<file path="config.mk">
export PLATFORM = sky130hd
export DESIGN_NAME = pue_top
export DESIGN_NICKNAME = d
export VERILOG_FILES = /design/src/hw/pue_pkg.sv /design/src/hw/pue_pend_cnt.sv /design/src/hw/pue_top.sv
export VERILOG_INCLUDE_DIRS = /design/src /design/src/hw
export SDC_FILE = /design/constraint.sdc
export NUM_CORES = 1
export LEC_CHECK = 0
export BUFFER_PORTS_ARGS = -buffer_cell sky130_fd_sc_hd__buf_4
export CAP_MARGIN = 20
export CORE_ASPECT_RATIO = 1.2
export CORE_MARGIN = 2
export CORE_UTILIZATION = 25
export DETAILED_ROUTE_END_ITERATION = 7
export HOLD_SLACK_MARGIN = 0.1
export MAX_ROUTING_LAYER = met4
export PLACE_DENSITY = 0.46
export SYNTH_ARGS = -nofsm -noshare
export SYNTH_HDL_FRONTEND = slang
export SYNTH_HIERARCHICAL = 1
export SYNTH_SLANG_ARGS = --single-unit
</file>
<file path="constraint.sdc">
create_clock -name clk_i -period 14.5 [get_ports clk_i]
set_input_delay 1.45 -clock clk_i [delete_from_list [all_inputs] [get_ports clk_i]]
set_output_delay 1.45 -clock clk_i [all_outputs]
set_load 0.005 [all_outputs]
</file>
<file path="src/hw/pue_defs.svh">
// Constants of the user error reporting block
//
// Function
// - Malformed without AER sends fatal message
// - AER on: severity picks non-fatal or fatal
// - AER off: multicast/poisoned-norecover send non-fatal
// - Poisoned recoverable is advisory, correctable with AER
// - Posted report sends non-fatal message
// - Ready low stops non-posted UR/CA reports
// - Disabled messages still set status bits
// - AER severity and mask steer messages
// - Completion timeout sends error message
// - Foreign requester ID completions dropped, flagged
// - Automatic unexpected completion sends no message
// - Header-logged holds until pointer status cleared
`ifndef PUE_DEFS_SVH
`define PUE_DEFS_SVH

// ----------------------------------------------------------------
// Register offsets
// ----------------------------------------------------------------
`define PUE_ADDR_CTRL      8'h00
`define PUE_ADDR_DEV_ID    8'h04
`define PUE_ADDR_UNC_STAT  8'h08
`define PUE_ADDR_UNC_MASK  8'h0C
`define PUE_ADDR_UNC_SEV   8'h10
`define PUE_ADDR_COR_STAT  8'h14
`define PUE_ADDR_COR_MASK  8'h18
`define PUE_ADDR_ERR_CAP   8'h1C
`define PUE_ADDR_DEV_STAT  8'h20
`define PUE_ADDR_HDR_LOG0  8'h24
`define PUE_ADDR_HDR_LOG1  8'h28
`define PUE_ADDR_HDR_LOG2  8'h2C
`define PUE_ADDR_HDR_LOG3  8'h30

// ----------------------------------------------------------------
// Control fields
// ----------------------------------------------------------------
`define PUE_CTRL_AER_EN    0
`define PUE_CTRL_COR_EN    1
`define PUE_CTRL_NF_EN     2
`define PUE_CTRL_FAT_EN    3
`define PUE_CTRL_SERR_EN   4
`define PUE_CTRL_W         5

// ----------------------------------------------------------------
// Uncorrectable status bit positions and the advisory correctable bit
// ----------------------------------------------------------------
`define PUE_UNC_POISONED   5'h0C
`define PUE_UNC_CPL_TO     5'h0E
`define PUE_UNC_CPL_ABORT  5'h0F
`define PUE_UNC_UNEXP_CPL  5'h10
`define PUE_UNC_MALFORMED  5'h12
`define PUE_UNC_ECRC       5'h13
`define PUE_UNC_UNSUP_REQ  5'h14
`define PUE_UNC_MC_BLOCK   5'h17
`define PUE_COR_ADVISORY   5'h0D

// ----------------------------------------------------------------
// Device status bits and completion status codes
// ----------------------------------------------------------------
`define PUE_DST_COR        0
`define PUE_DST_NF         1
`define PUE_DST_FAT        2
`define PUE_DST_UR         3
`define PUE_CPL_ST_UR      3'h1
`define PUE_CPL_ST_CA      3'h4

// ----------------------------------------------------------------
// Reset values and sizes
// ----------------------------------------------------------------
`define PUE_RST_CTRL       5'h00
`define PUE_RST_DEV_ID     16'h0000
`define PUE_RST_UNC_SEV    32'h00062030
`define PUE_RST_COR_MASK   32'h00002000
`define PUE_CPL_DEPTH      4
`define PUE_PEND_W         4

`endif

</file>
<file path="src/hw/pue_pkg.sv">
// Types of the user error reporting block
package pue_pkg;

  typedef enum logic [1:0] {
    PUE_MSG_NONE = 2'h0,
    PUE_MSG_COR  = 2'h1,
    PUE_MSG_NF   = 2'h2,
    PUE_MSG_FAT  = 2'h3
  } pue_msg_kind_t;

  typedef struct packed {
    logic ur;
    logic cpl_abort;
    logic ecrc;
    logic malformed;
    logic mc_block;
    logic poisoned;
    logic cpl_timeout;
    logic cpl_unexpect;
    logic posted;
    logic no_recovery;
  } pue_err_rpt_t;

  typedef struct packed {
    logic [47:0] hdr;
    logic [2:0]  status;
  } pue_cpl_entry_t;

endpackage : pue_pkg

</file>
<file path="src/hw/pue_pend_cnt.sv">
// Pending message counter, one per message kind
`timescale 1ns/10ps
`default_nettype none
module pue_pend_cnt #(
  parameter int W = 4
) (
  input  wire logic         clk_i,
  input  wire logic         rst_i,
  input  wire logic [3:0]   inc_i,
  input  wire logic         dec_i,
  output logic              busy_o
);

  logic [W-1:0] cnt_q;
  logic [W-1:0] cnt_d;
  logic [W:0]   sum;

  assign sum    = {1'b0, cnt_q} + (W+1)'(inc_i) - (W+1)'(dec_i);
  // Saturate rather than wrap
  assign cnt_d  = sum[W] ? {W{1'b1}} : sum[W-1:0];
  assign busy_o = |cnt_q;

  always_ff @(posedge clk_i or posedge rst_i)
  begin
    if (rst_i)
    begin
      cnt_q <= '0;
    end
    else
    begin
      cnt_q <= cnt_d;
    end
  end

endmodule : pue_pend_cnt
`default_nettype wire

</file>
<file path="src/hw/pue_top.sv">
// Error reporting side port: classification, status, messages, completions
//
// The implementer's own choices: the register offsets and the strobed register port.
`timescale 1ns/10ps
`default_nettype none
`include "pue_defs.svh"
module pue_top #(
  parameter int CPL_DEPTH = `PUE_CPL_DEPTH,
  parameter int PEND_W    = `PUE_PEND_W
) (
  input  wire logic                   clk_i,
  input  wire logic                   rst_i,
  // Register port
  input  wire logic [7:0]             reg_addr_i,
  input  wire logic [31:0]            reg_wdata_i,
  input  wire logic                   reg_wr_i,
  input  wire logic                   reg_rd_i,
  output logic [31:0]                 reg_rdata_o,
  // User error reports
  input  wire pue_pkg::pue_err_rpt_t  rpt_i,
  input  wire logic [47:0]            tlp_cpl_hdr_i,
  input  wire logic [127:0]           hdr_log_i,
  output logic                        cpl_rdy_o,
  output logic                        hdr_logged_o,
  // Inbound completions
  input  wire logic                   rx_cpl_valid_i,
  input  wire logic [15:0]            rx_cpl_req_id_i,
  output logic                        usr_cpl_valid_o,
  // Error messages toward transmit
  output logic                        msg_valid_o,
  output pue_pkg::pue_msg_kind_t      msg_kind_o,
  input  wire logic                   msg_ready_i,
  // Non-successful completions toward transmit
  output logic                        cpl_valid_o,
  output pue_pkg::pue_cpl_entry_t     cpl_o,
  input  wire logic                   cpl_ready_i
);

  localparam int NSRC = 8;
  localparam int CW   = $clog2(CPL_DEPTH + 1);
  localparam int AW   = (CPL_DEPTH > 1) ? $clog2(CPL_DEPTH) : 1;
  localparam logic [4:0] UNC_POS [NSRC] = '{
    `PUE_UNC_UNSUP_REQ, `PUE_UNC_CPL_ABORT, `PUE_UNC_ECRC, `PUE_UNC_MALFORMED,
    `PUE_UNC_MC_BLOCK, `PUE_UNC_POISONED, `PUE_UNC_CPL_TO, `PUE_UNC_UNEXP_CPL};

  // ----------------------------------------------------------------
  // Registers
  // ----------------------------------------------------------------
  logic [`PUE_CTRL_W-1:0] ctrl_q;
  logic [15:0]            dev_id_q;
  logic [31:0]            unc_stat_q;
  logic [31:0]            unc_mask_q;
  logic [31:0]            unc_sev_q;
  logic [31:0]            cor_stat_q;
  logic [31:0]            cor_mask_q;
  logic [3:0]             dev_stat_q;
  logic [4:0]             fep_q;
  logic                   hl_set_q;
  logic [127:0]           hdr_log_q;
  logic [31:0]            rdata_q;

  // ----------------------------------------------------------------
  // Register decode
  // ----------------------------------------------------------------
  wire wr_ctrl     = reg_wr_i && (reg_addr_i == `PUE_ADDR_CTRL);
  wire wr_id       = reg_wr_i && (reg_addr_i == `PUE_ADDR_DEV_ID);
  wire wr_unc_stat = reg_wr_i && (reg_addr_i == `PUE_ADDR_UNC_STAT);
  wire wr_unc_mask = reg_wr_i && (reg_addr_i == `PUE_ADDR_UNC_MASK);
  wire wr_unc_sev  = reg_wr_i && (reg_addr_i == `PUE_ADDR_UNC_SEV);
  wire wr_cor_stat = reg_wr_i && (reg_addr_i == `PUE_ADDR_COR_STAT);
  wire wr_cor_mask = reg_wr_i && (reg_addr_i == `PUE_ADDR_COR_MASK);
  wire wr_dev_stat = reg_wr_i && (reg_addr_i == `PUE_ADDR_DEV_STAT);

  wire aer_en  = ctrl_q[`PUE_CTRL_AER_EN];
  wire serr_en = ctrl_q[`PUE_CTRL_SERR_EN];
  wire cor_en  = ctrl_q[`PUE_CTRL_COR_EN];
  wire nf_en   = ctrl_q[`PUE_CTRL_NF_EN] || serr_en;
  wire fat_en  = ctrl_q[`PUE_CTRL_FAT_EN] || serr_en;

  logic [31:0] rd_mux;
  always_comb
  begin
    case (reg_addr_i)
      `PUE_ADDR_CTRL:     rd_mux = {{(32-`PUE_CTRL_W){1'b0}}, ctrl_q};
      `PUE_ADDR_DEV_ID:   rd_mux = {16'h0000, dev_id_q};
      `PUE_ADDR_UNC_STAT: rd_mux = unc_stat_q;
      `PUE_ADDR_UNC_MASK: rd_mux = unc_mask_q;
      `PUE_ADDR_UNC_SEV:  rd_mux = unc_sev_q;
      `PUE_ADDR_COR_STAT: rd_mux = cor_stat_q;
      `PUE_ADDR_COR_MASK: rd_mux = cor_mask_q;
      `PUE_ADDR_ERR_CAP:  rd_mux = {26'h0000000, hl_set_q, fep_q};
      `PUE_ADDR_DEV_STAT: rd_mux = {28'h0000000, dev_stat_q};
      `PUE_ADDR_HDR_LOG0: rd_mux = hdr_log_q[127:96];
      `PUE_ADDR_HDR_LOG1: rd_mux = hdr_log_q[95:64];
      `PUE_ADDR_HDR_LOG2: rd_mux = hdr_log_q[63:32];
      `PUE_ADDR_HDR_LOG3: rd_mux = hdr_log_q[31:0];
      default:            rd_mux = 32'h00000000;
    endcase
  end

  // ----------------------------------------------------------------
  // Report classification
  // ----------------------------------------------------------------
  // Reports are taken in the cycle they are high, with their qualifiers
  wire [NSRC-1:0] src_hit = {rpt_i.cpl_unexpect, rpt_i.cpl_timeout, rpt_i.poisoned,
                             rpt_i.mc_block, rpt_i.malformed, rpt_i.ecrc,
                             rpt_i.cpl_abort, rpt_i.ur};
  // Advisory cases: non-posted UR/CA, recoverable poison, user unexpected
  wire [NSRC-1:0] src_adv = {1'b1, 1'b0, !rpt_i.no_recovery, 1'b0, 1'b0, 1'b0,
                             !rpt_i.posted, !rpt_i.posted};
  // Only malformed escalates to fatal with AER off
  wire [NSRC-1:0] src_fat = {4'h0, 1'b1, 3'h0};
  // Automatic unexpected completion: foreign requester ID
  wire auto_unexp = rx_cpl_valid_i && (rx_cpl_req_id_i != dev_id_q);

  logic [NSRC-1:0] is_cor;
  logic [NSRC-1:0] is_nf;
  logic [NSRC-1:0] is_fat;
  logic [NSRC-1:0] sd_cor;
  logic [NSRC-1:0] sd_nf;
  logic [NSRC-1:0] sd_fat;

  for (genvar i = 0; i < NSRC; i++)
  begin : g_cls
    wire sev = unc_sev_q[UNC_POS[i]];
    wire msk = unc_mask_q[UNC_POS[i]];
    wire sev_cls = src_hit[i] && !src_adv[i];
    // AER gives severity and mask; without it fixed classes apply
    assign is_cor[i] = src_hit[i] && src_adv[i] && aer_en;
    assign is_fat[i] = sev_cls && (aer_en ? sev : src_fat[i]);
    assign is_nf[i]  = sev_cls && (aer_en ? !sev : !src_fat[i]);
    // Messages gated by mask and enables; status is not
    assign sd_cor[i] = is_cor[i] && !cor_mask_q[`PUE_COR_ADVISORY] && cor_en;
    assign sd_nf[i]  = is_nf[i] && !(aer_en && msk) && nf_en;
    assign sd_fat[i] = is_fat[i] && !(aer_en && msk) && fat_en;
  end : g_cls

  // ----------------------------------------------------------------
  // Status updates
  // ----------------------------------------------------------------
  logic [31:0] unc_set;
  logic [4:0]  first_pos;
  logic        any_new;
  always_comb
  begin
    unc_set   = 32'h00000000;
    first_pos = 5'h00;
    any_new   = 1'b0;
    for (int i = NSRC - 1; i >= 0; i--)
    begin
      if (src_hit[i])
      begin
        unc_set[UNC_POS[i]] = 1'b1;
        first_pos = UNC_POS[i];
        any_new   = 1'b1;
      end
    end
    if (auto_unexp)
    begin
      unc_set[`PUE_UNC_UNEXP_CPL] = 1'b1;
    end
  end

  wire cor_adv_set = (|is_cor) || auto_unexp;
  wire [3:0] dev_set = {rpt_i.ur, |is_fat, |is_nf, |is_cor};

  // Set wins over a clear in the same cycle
  wire [31:0] unc_stat_d = (unc_stat_q & ~(wr_unc_stat ? reg_wdata_i : 32'h00000000))
                           | unc_set;
  wire [31:0] cor_stat_d = (cor_stat_q & ~(wr_cor_stat ? reg_wdata_i : 32'h00000000))
                           | (32'(cor_adv_set) << `PUE_COR_ADVISORY);
  wire [3:0]  dev_stat_d = (dev_stat_q & ~(wr_dev_stat ? reg_wdata_i[3:0] : 4'h0))
                           | dev_set;

  // Header is kept while one is held; released when pointer bit clears
  wire hl_capture = any_new && !hl_set_q;
  wire hl_release = hl_set_q && !unc_stat_q[fep_q];

  always_ff @(posedge clk_i or posedge rst_i)
  begin
    if (rst_i)
    begin
      ctrl_q     <= `PUE_RST_CTRL;
      dev_id_q   <= `PUE_RST_DEV_ID;
      unc_stat_q <= 32'h00000000;
      unc_mask_q <= 32'h00000000;
      unc_sev_q  <= `PUE_RST_UNC_SEV;
      cor_stat_q <= 32'h00000000;
      cor_mask_q <= `PUE_RST_COR_MASK;
      dev_stat_q <= 4'h0;
      rdata_q    <= 32'h00000000;
    end
    else
    begin
      if (wr_ctrl) ctrl_q <= reg_wdata_i[`PUE_CTRL_W-1:0];
      if (wr_id) dev_id_q <= reg_wdata_i[15:0];
      if (wr_unc_mask) unc_mask_q <= reg_wdata_i;
      if (wr_unc_sev) unc_sev_q <= reg_wdata_i;
      if (wr_cor_mask) cor_mask_q <= reg_wdata_i;
      unc_stat_q <= unc_stat_d;
      cor_stat_q <= cor_stat_d;
      dev_stat_q <= dev_stat_d;
      rdata_q    <= reg_rd_i ? rd_mux : 32'h00000000;
    end
  end

  always_ff @(posedge clk_i or posedge rst_i)
  begin
    if (rst_i)
    begin
      hl_set_q  <= 1'b0;
      fep_q     <= 5'h00;
      hdr_log_q <= '0;
    end
    else if (hl_capture)
    begin
      hl_set_q  <= 1'b1;
      fep_q     <= first_pos;
      hdr_log_q <= hdr_log_i;
    end
    else if (hl_release)
    begin
      hl_set_q <= 1'b0;
    end
  end

  // ----------------------------------------------------------------
  // Message queue
  // ----------------------------------------------------------------
  // Every report of a cycle is counted; counts saturate at the counter maximum
  logic [2:0] pend_busy;
  logic [2:0] pend_dec;
  logic [3:0] pend_inc [3];
  assign pend_inc[0] = 4'($countones(sd_cor));
  assign pend_inc[1] = 4'($countones(sd_nf));
  assign pend_inc[2] = 4'($countones(sd_fat));

  for (genvar k = 0; k < 3; k++)
  begin : g_pend
    pue_pend_cnt #(
      .W (PEND_W)
    ) u_pend (
      .clk_i  (clk_i),
      .rst_i  (rst_i),
      .inc_i  (pend_inc[k]),
      .dec_i  (pend_dec[k]),
      .busy_o (pend_busy[k])
    );
  end : g_pend

  logic                   msg_valid_q;
  pue_pkg::pue_msg_kind_t msg_kind_q;
  wire msg_free = !msg_valid_q || msg_ready_i;
  // Fatal first, then non-fatal, then correctable
  assign pend_dec[2] = msg_free && pend_busy[2];
  assign pend_dec[1] = msg_free && !pend_busy[2] && pend_busy[1];
  assign pend_dec[0] = msg_free && !pend_busy[2] && !pend_busy[1] && pend_busy[0];
  wire pue_pkg::pue_msg_kind_t msg_next =
    pend_dec[2] ? pue_pkg::PUE_MSG_FAT :
    pend_dec[1] ? pue_pkg::PUE_MSG_NF :
    pend_dec[0] ? pue_pkg::PUE_MSG_COR : pue_pkg::PUE_MSG_NONE;

  always_ff @(posedge clk_i or posedge rst_i)
  begin
    if (rst_i)
    begin
      msg_valid_q <= 1'b0;
      msg_kind_q  <= pue_pkg::PUE_MSG_NONE;
    end
    else if (msg_free)
    begin
      msg_valid_q <= |pend_dec;
      msg_kind_q  <= msg_next;
    end
  end

  // ----------------------------------------------------------------
  // Completion queue
  // ----------------------------------------------------------------
  pue_pkg::pue_cpl_entry_t cq_mem [CPL_DEPTH];
  logic [AW-1:0]           wr_ptr_q;
  logic [AW-1:0]           rd_ptr_q;
  logic [CW-1:0]           cnt_q;
  logic                    rdy_q;
  logic                    cpl_valid_q;
  pue_pkg::pue_cpl_entry_t cpl_q;

  // Non-posted UR or CA; UR wins if both arrive together
  wire np_ur  = rpt_i.ur && !rpt_i.posted;
  wire np_ca  = rpt_i.cpl_abort && !rpt_i.posted;
  wire cq_push = (np_ur || np_ca) && (cnt_q < CW'(CPL_DEPTH));
  wire cq_pop  = (cnt_q != '0) && (!cpl_valid_q || cpl_ready_i);
  wire [CW-1:0] cnt_d = cnt_q + CW'(cq_push) - CW'(cq_pop);
  wire pue_pkg::pue_cpl_entry_t cq_in = '{hdr: tlp_cpl_hdr_i,
    status: np_ur ? `PUE_CPL_ST_UR : `PUE_CPL_ST_CA};
  wire [AW-1:0] wr_ptr_inc = (wr_ptr_q == AW'(CPL_DEPTH - 1)) ? '0 : wr_ptr_q + AW'(1);
  wire [AW-1:0] rd_ptr_inc = (rd_ptr_q == AW'(CPL_DEPTH - 1)) ? '0 : rd_ptr_q + AW'(1);

  always_ff @(posedge clk_i)
  begin
    if (cq_push) cq_mem[wr_ptr_q] <= cq_in;
  end

  always_ff @(posedge clk_i or posedge rst_i)
  begin
    if (rst_i)
    begin
      wr_ptr_q    <= '0;
      rd_ptr_q    <= '0;
      cnt_q       <= '0;
      rdy_q       <= 1'b0;
      cpl_valid_q <= 1'b0;
      cpl_q       <= '0;
    end
    else
    begin
      if (cq_push) wr_ptr_q <= wr_ptr_inc;
      if (cq_pop) rd_ptr_q <= rd_ptr_inc;
      cnt_q <= cnt_d;
      // Ready low as soon as no slot is left
      rdy_q <= (cnt_d < CW'(CPL_DEPTH));
      if (cq_pop)
      begin
        cpl_valid_q <= 1'b1;
        cpl_q       <= cq_mem[rd_ptr_q];
      end
      else if (cpl_ready_i)
      begin
        cpl_valid_q <= 1'b0;
      end
    end
  end

  // ----------------------------------------------------------------
  // Inbound completion filter
  // ----------------------------------------------------------------
  logic usr_cpl_q;
  always_ff @(posedge clk_i or posedge rst_i)
  begin
    if (rst_i)
    begin
      usr_cpl_q <= 1'b0;
    end
    else
    begin
      usr_cpl_q <= rx_cpl_valid_i && !auto_unexp;
    end
  end

  // ----------------------------------------------------------------
  // Outputs
  // ----------------------------------------------------------------
  assign reg_rdata_o     = rdata_q;
  assign cpl_rdy_o       = rdy_q;
  assign hdr_logged_o    = hl_set_q;
  assign usr_cpl_valid_o = usr_cpl_q;
  assign msg_valid_o     = msg_valid_q;
  assign msg_kind_o      = msg_kind_q;
  assign cpl_valid_o     = cpl_valid_q;
  assign cpl_o           = cpl_q;

endmodule : pue_top
`default_nettype wire

</file>
==> Word level (Yosys, flattened, before mapping) <==
Memory sizes are Yosys's and may differ from the RTL's. A register that Yosys moved wholly into a read port is not among the register bits.
Cells that the tools add are included.
{ "word_totals": {"memories": 1, "input_bits": 249, "ramBits": 204, "output_inout_bits": 90, "word_cells": 263, "regBits": 376} }
{ "mem_list": {"columns": ["memory", "depth", "width", "read_ports", "rd_clocked_by_memory_dff", "wr", "line_no", "source"], "rows": [
  ["cq_mem", 4, 51, 1, 1, 1, "pue_top.sv:280", "pue_pkg::pue_cpl_entry_t cq_mem [CPL_DEPTH];"]
]} }
{ "op_classes": {"bitwise_logic": 9, "reduce_logical": 127, "addsub": 25, "n_eq_ne": 15, "muxes": 60, "order_cmp": 3} }
{ "ops": {"columns": ["operator", "count"], "rows": [
  ["32-bit one-hot mux with 13 select lines", 1],
  ["32-bit 2-to-1 mux", 3],
  ["1-bit logical AND", 86],
  ["32-bit AND", 2],
  ["32-bit NOT", 2],
  ["8-bit by 6-bit == test with 1-bit output, second input constant", 5],
  ["5-bit 2-to-1 mux", 8],
  ["1-bit 2-to-1 mux", 38],
  ["8-bit by 5-bit == test with 1-bit output, second input constant", 4],
  ["32-bit by 14-bit OR with 32-bit output", 1],
  ["32-bit by 24-bit OR with 32-bit output", 1],
  ["1-bit zero test", 24],
  ["1-bit by 1-bit adder with 2-bit output", 8],
  ["8-bit by 4-bit == test with 1-bit output, second input constant", 2],
  ["4-bit 2-to-1 mux", 4],
  ["16-bit != test", 1],
  ["4-bit OR reduction", 4],
  ["5-bit by 1-bit subtractor with 5-bit output", 3],
  ["7-bit OR reduction", 2],
  ["4-bit by 4-bit adder with 5-bit output", 2],
  ["2-bit by 2-bit adder with 3-bit output", 3],
  ["3-bit by 3-bit adder with 4-bit output", 2],
  ["8-bit by 3-bit == test with 1-bit output, second input constant", 1],
  ["8-bit zero test", 1],
  ["18 further kinds", 31]
]} }

==> Longest topological paths before layout <==
{ "depth": {"ltp_word": 11, "ltp_mapped": 17, "depth_no_buf": 17} }

==> Cells and area by module <==
Netlist, hierarchy kept.
{ "modules_own_cells": {"columns": ["mod", "area_per_inst_um2", "seq_area_each_um2", "n_inst", "cells_per_inst"], "rows": [
  ["pue_top", 26166.3, 16373.2, 1, 2019],
  ["pue_pend_cnt", 394.1, 100.1, 3, 42]
]} }

==> Worst setup path before layout <==
No wires, ideal clock.
{ "synth_path": {"path_type": "input-to-reg", "start": "in rpt_i[8] (netlist bit)", "end": "reg g_pend[2].u_pend.cnt_q[3]", "path_buffers": 1, "cell_stages": 17, "arrival_ns": 5.330, "setup_time_ns": 0.132, "required_time_ns": 14.368, "setup_slack_ns": 9.038, "cell_sequence": "clkbuf_1 > nand2_1 > or4b_2 > fa_1 > inv_1 > fa_1 > inv_1 > fa_1 > inv_1 > fa_1 > inv_1 > ha_1 > inv_1 > fa_1 > nand3_2 > and3b_4 > o22ai_2"} }
{ "synth_rtl": {"columns": ["element", "line_no", "source"], "rows": [
  ["start: declaration", "pue_top.sv:20", "input wire pue_pkg::pue_err_rpt_t rpt_i,"],
  ["end signal: assignment", "pue_pend_cnt.sv:31", "cnt_q <= cnt_d;"],
  ["end: declaration", "pue_pend_cnt.sv:14", "logic [W-1:0] cnt_q;"]
]} }

==> results.json <==
{
  "outcome": "complete, no violations",
  "rr_endpoint": "g_pend[2].u_pend/cnt_q[3]",
  "hp-class": "register to register",
  "drc": 0,
  "drt_iter0_markers": 1166,
  "fin_crit_sh": 0.340,
  "fill_cells": 10900,
  "ir_worst_vdd_mv": 0.0698,
  "ys.flop_type": "dfrtp_1",
  "wl_per_cell_um": 23.5,
  "rr_worst_depth": 16,
  "initial_core_util": 0.253,
  "fp.dieW_um": 306,
  "final-hold-violation-count": 0,
  "postSynthAreaPerCell_um2": 12.7,
  "timing.hold.ws_ns": 0.474,
  "drt_wl_total_um": 93200,
  "clk_latency_ns": 0.63,
  "path_buf_inv": 6,
  "drive_gt1_frac": 0.303,
  "cpPeakStageDelay_ns": 0.63,
  "cts.clk_slew.worst_paths_ns": 0.05,
  "cts-htree-levels": 3,
  "met2WireLength_um": 46100,
  "port_buffers": 337,
  "grt_max_degree": 167,
  "synth_top_area_frac": 0.384,
  "cts_buffer_depth": 3,
  "critical_path_arrival_ns": 5.40,
  "yosysMostFrequentCell": "nand2_1",
  "final_util": 0.315,
  "relSlewSlack": 0.228,
  "fmax_mhz": 203,
  "crit_chain": "buf_4, nand2_1, or4b_2, fa_1, inv_1, fa_1, inv_1, fa_1, inv_1, fa_1, inv_1, ha_1, inv_1, fa_1, nand3_2, and3b_4, o22ai_2",
  "drv_cap": 0,
  "holdPathStages": 2,
  "final-max-slew-violation-count": 0,
  "min_period_ns": 4.94,
  "numClockSinks": 626,
  "cp_max_fo": 11,
  "post_cts_buffers": 0,
  "yosysWarningCount": 6,
  "grt_pass1_wl_um": 136000,
  "tightest_slew_ns": 1.15,
  "worst_hold_path.endpoint": "hdr_log_q[97]",
  "top_layer": "met4",
  "cts_root_buf": "clkbuf_16",
  "vias": 18800,
  "crit_required_ns": 14.96,
  "crit_path_end_kind": "register",
  "ys_types": 78,
  "fp.coreArea_um2": 108000,
  "leakagePower_nw": 14.7,
  "r2r-start": "ctrl_q[0]",
  "first_global_vias": 20300,
  "worstSetupPathType": "input port to register",
  "synth.top_cells.by_area": "dfrtp_1 38%, edfxtp_1 22%, mux2_2 7.0%",
  "gp_congestion": 0.848,
  "crit_cells": 17,
  "rsz0062_at_grt": "false",
  "cts.hold.buffers_added": 0,
  "finalSetupViolCount": 0,
  "grt.total_usage": 0.168,
  "drtPass1Iterations": 5,
  "power_density_nw_per_um2": 165,
  "cts.repair.resized": 0,
  "die_area_um2": 112000,
  "via_per_inst": 4.73,
  "detail-route-antenna-nets": 0,
  "met1Wirelength_um": 37400,
  "yosysTopAreaCell": "dfrtp_1",
  "path_delay_family": "adder cells",
  "finish.net_count": 2765,
  "synthCells": 2145,
  "totalNegativeSetupSlack_ns": 0,
  "syn_area_um2": 27300,
  "rows": 132,
  "cts_tree": "done",
  "min_from": "hdr_log_q[97]",
  "place_ws_ns": 8.96,
  "setup_ws_ns": 9.56,
  "chipHeight_um": 366,
  "async_flop_share": 0.681,
  "numCtsBuffers": 74,
  "ys_ff_latch": 626,
  "ios": 339,
  "worst-r2r-setup-slack_ns": 9.64,
  "dpl.cell_count": 3800,
  "fin_skew_ns": 0.0343,
  "dp.final_hpwl_um": 65700,
  "critical-path-slowest-cell": "or4b_2",
  "grt-ovfl-total": 0,
  "area_growth_pct": 24.5,
  "dr_wl_met3_um": 6310,
  "start_kind": "input port",
  "antenna_found_initial": 25,
  "synthTopCellsByCount": "478 x nand2_1, 420 x dfrtp_1, 200 x edfxtp_1",
  "synth_edf_count": 200,
  "final_cells": 3965,
  "ys_seq_area_frac": 0.610
}
[worst max path at each step]
stage | from | endpoint | slack, ns
floorplan | rst_i | cnt_q[0] | 1.54
finish | rpt_i[1] | g_pend[2].u_pend/cnt_q[3] | 9.56
detailed placement | rpt_i[1] | g_pend[2].u_pend/cnt_q[3] | 8.96
global placement | rpt_i[1] | g_pend[2].u_pend/cnt_q[3] | 8.98
CTS | rpt_i[1] | g_pend[2].u_pend/cnt_q[3] | 9.60
global route | rpt_i[1] | g_pend[2].u_pend/cnt_q[3] | 9.36
[cell usage in the layout (no fill, tap or decap), types with 55 or more instances in the layout]
cell type,Yosys,routed
a21boi_0,58,58
buf_4,2,367
clkbuf_16,0,75
dfrtp_1,420,418
edfxtp_1,200,200
inv_1,79,78
mux2_2,169,169
mux2i_1,55,55
mux4_2,59,59
nand2_1,478,478
[per-layer routing]
| layer | vias up | track usage |
|---|---|---|
| li1 | 8338 | - |
| met5 | - | - |
| met3 | 151 | 0.0413 |
| met1 | 9660 | 0.196 |
| met2 | 608 | 0.279 |
| met4 | 0 | 0.0661 |
[worst reg2reg max path, delay by kind of cell, from the launching register on]
family,cells,cell delay (ns)
DFF,1,0.59
AOI/OAI and AO/OA,2,0.39
adders and majority gates,6,2.36
buffers and inverters,5,0.29
and+or+nand+nor,3,1.07
[power by group]
group | leakage, nW | switching (mW) | internal (mW)
Clock | 1.20 | 0.779 | 1.12
Combinational | 6.25 | 0.671 | 0.605
Sequential | 7.21 | 0.261 | 2.19
[flip-flops by register name, indices dropped and copies added, names as in the netlist, 4 cells and up]
name and count:
g_pend.u_pend/cnt_q 12, ctrl_q 5, hdr_log_q 128, unc_stat_q 32
cq_mem 200, dev_stat_q 4, unc_sev_q 32, reg_rdata_o 32
fep_q 5, dev_id_q 16, cor_stat_q 32, cor_mask_q 32
cpl_o 50, unc_mask_q 32
[final cells by class]
class | count | area, um2 | share of cell area
Tap cell | 1407 | 1760 | 0.0517
Timing Repair Buffer | 369 | 2800 | 0.0823
Inverter | 79 | 304 | 0.00893
Clock inverter | 41 | 464 | 0.0136
Clock buffer | 96 | 2020 | 0.0592
Multi-Input combinational cell | 1320 | 9950 | 0.292
Antenna cell | 27 | 67.6 | 0.00198
Sequential cell | 626 | 16700 | 0.490
[kinds of logic after synthesis]
group,count (synthesis),synth area share
buffers and inverters,202,0.0301
other,1,0.000137
AOI/OAI and AO/OA,308,0.0790
adders and majority gates,46,0.0246
DFF,626,0.610
xor gates and xnor gates,21,0.00672
and+or+nand+nor,644,0.104
muxes,297,0.145
[stage by stage]
step | total power [mW] | cell area, um2
CTS | 5.72 | 33900
finish | 5.63 | 34000
floorplan | 3.24 | 27400
global placement | 3.75 | 31500
detailed placement | 3.80 | 31500
global route | 5.94 | 34000
Note: power is estimated with default switching activity, not from simulation.
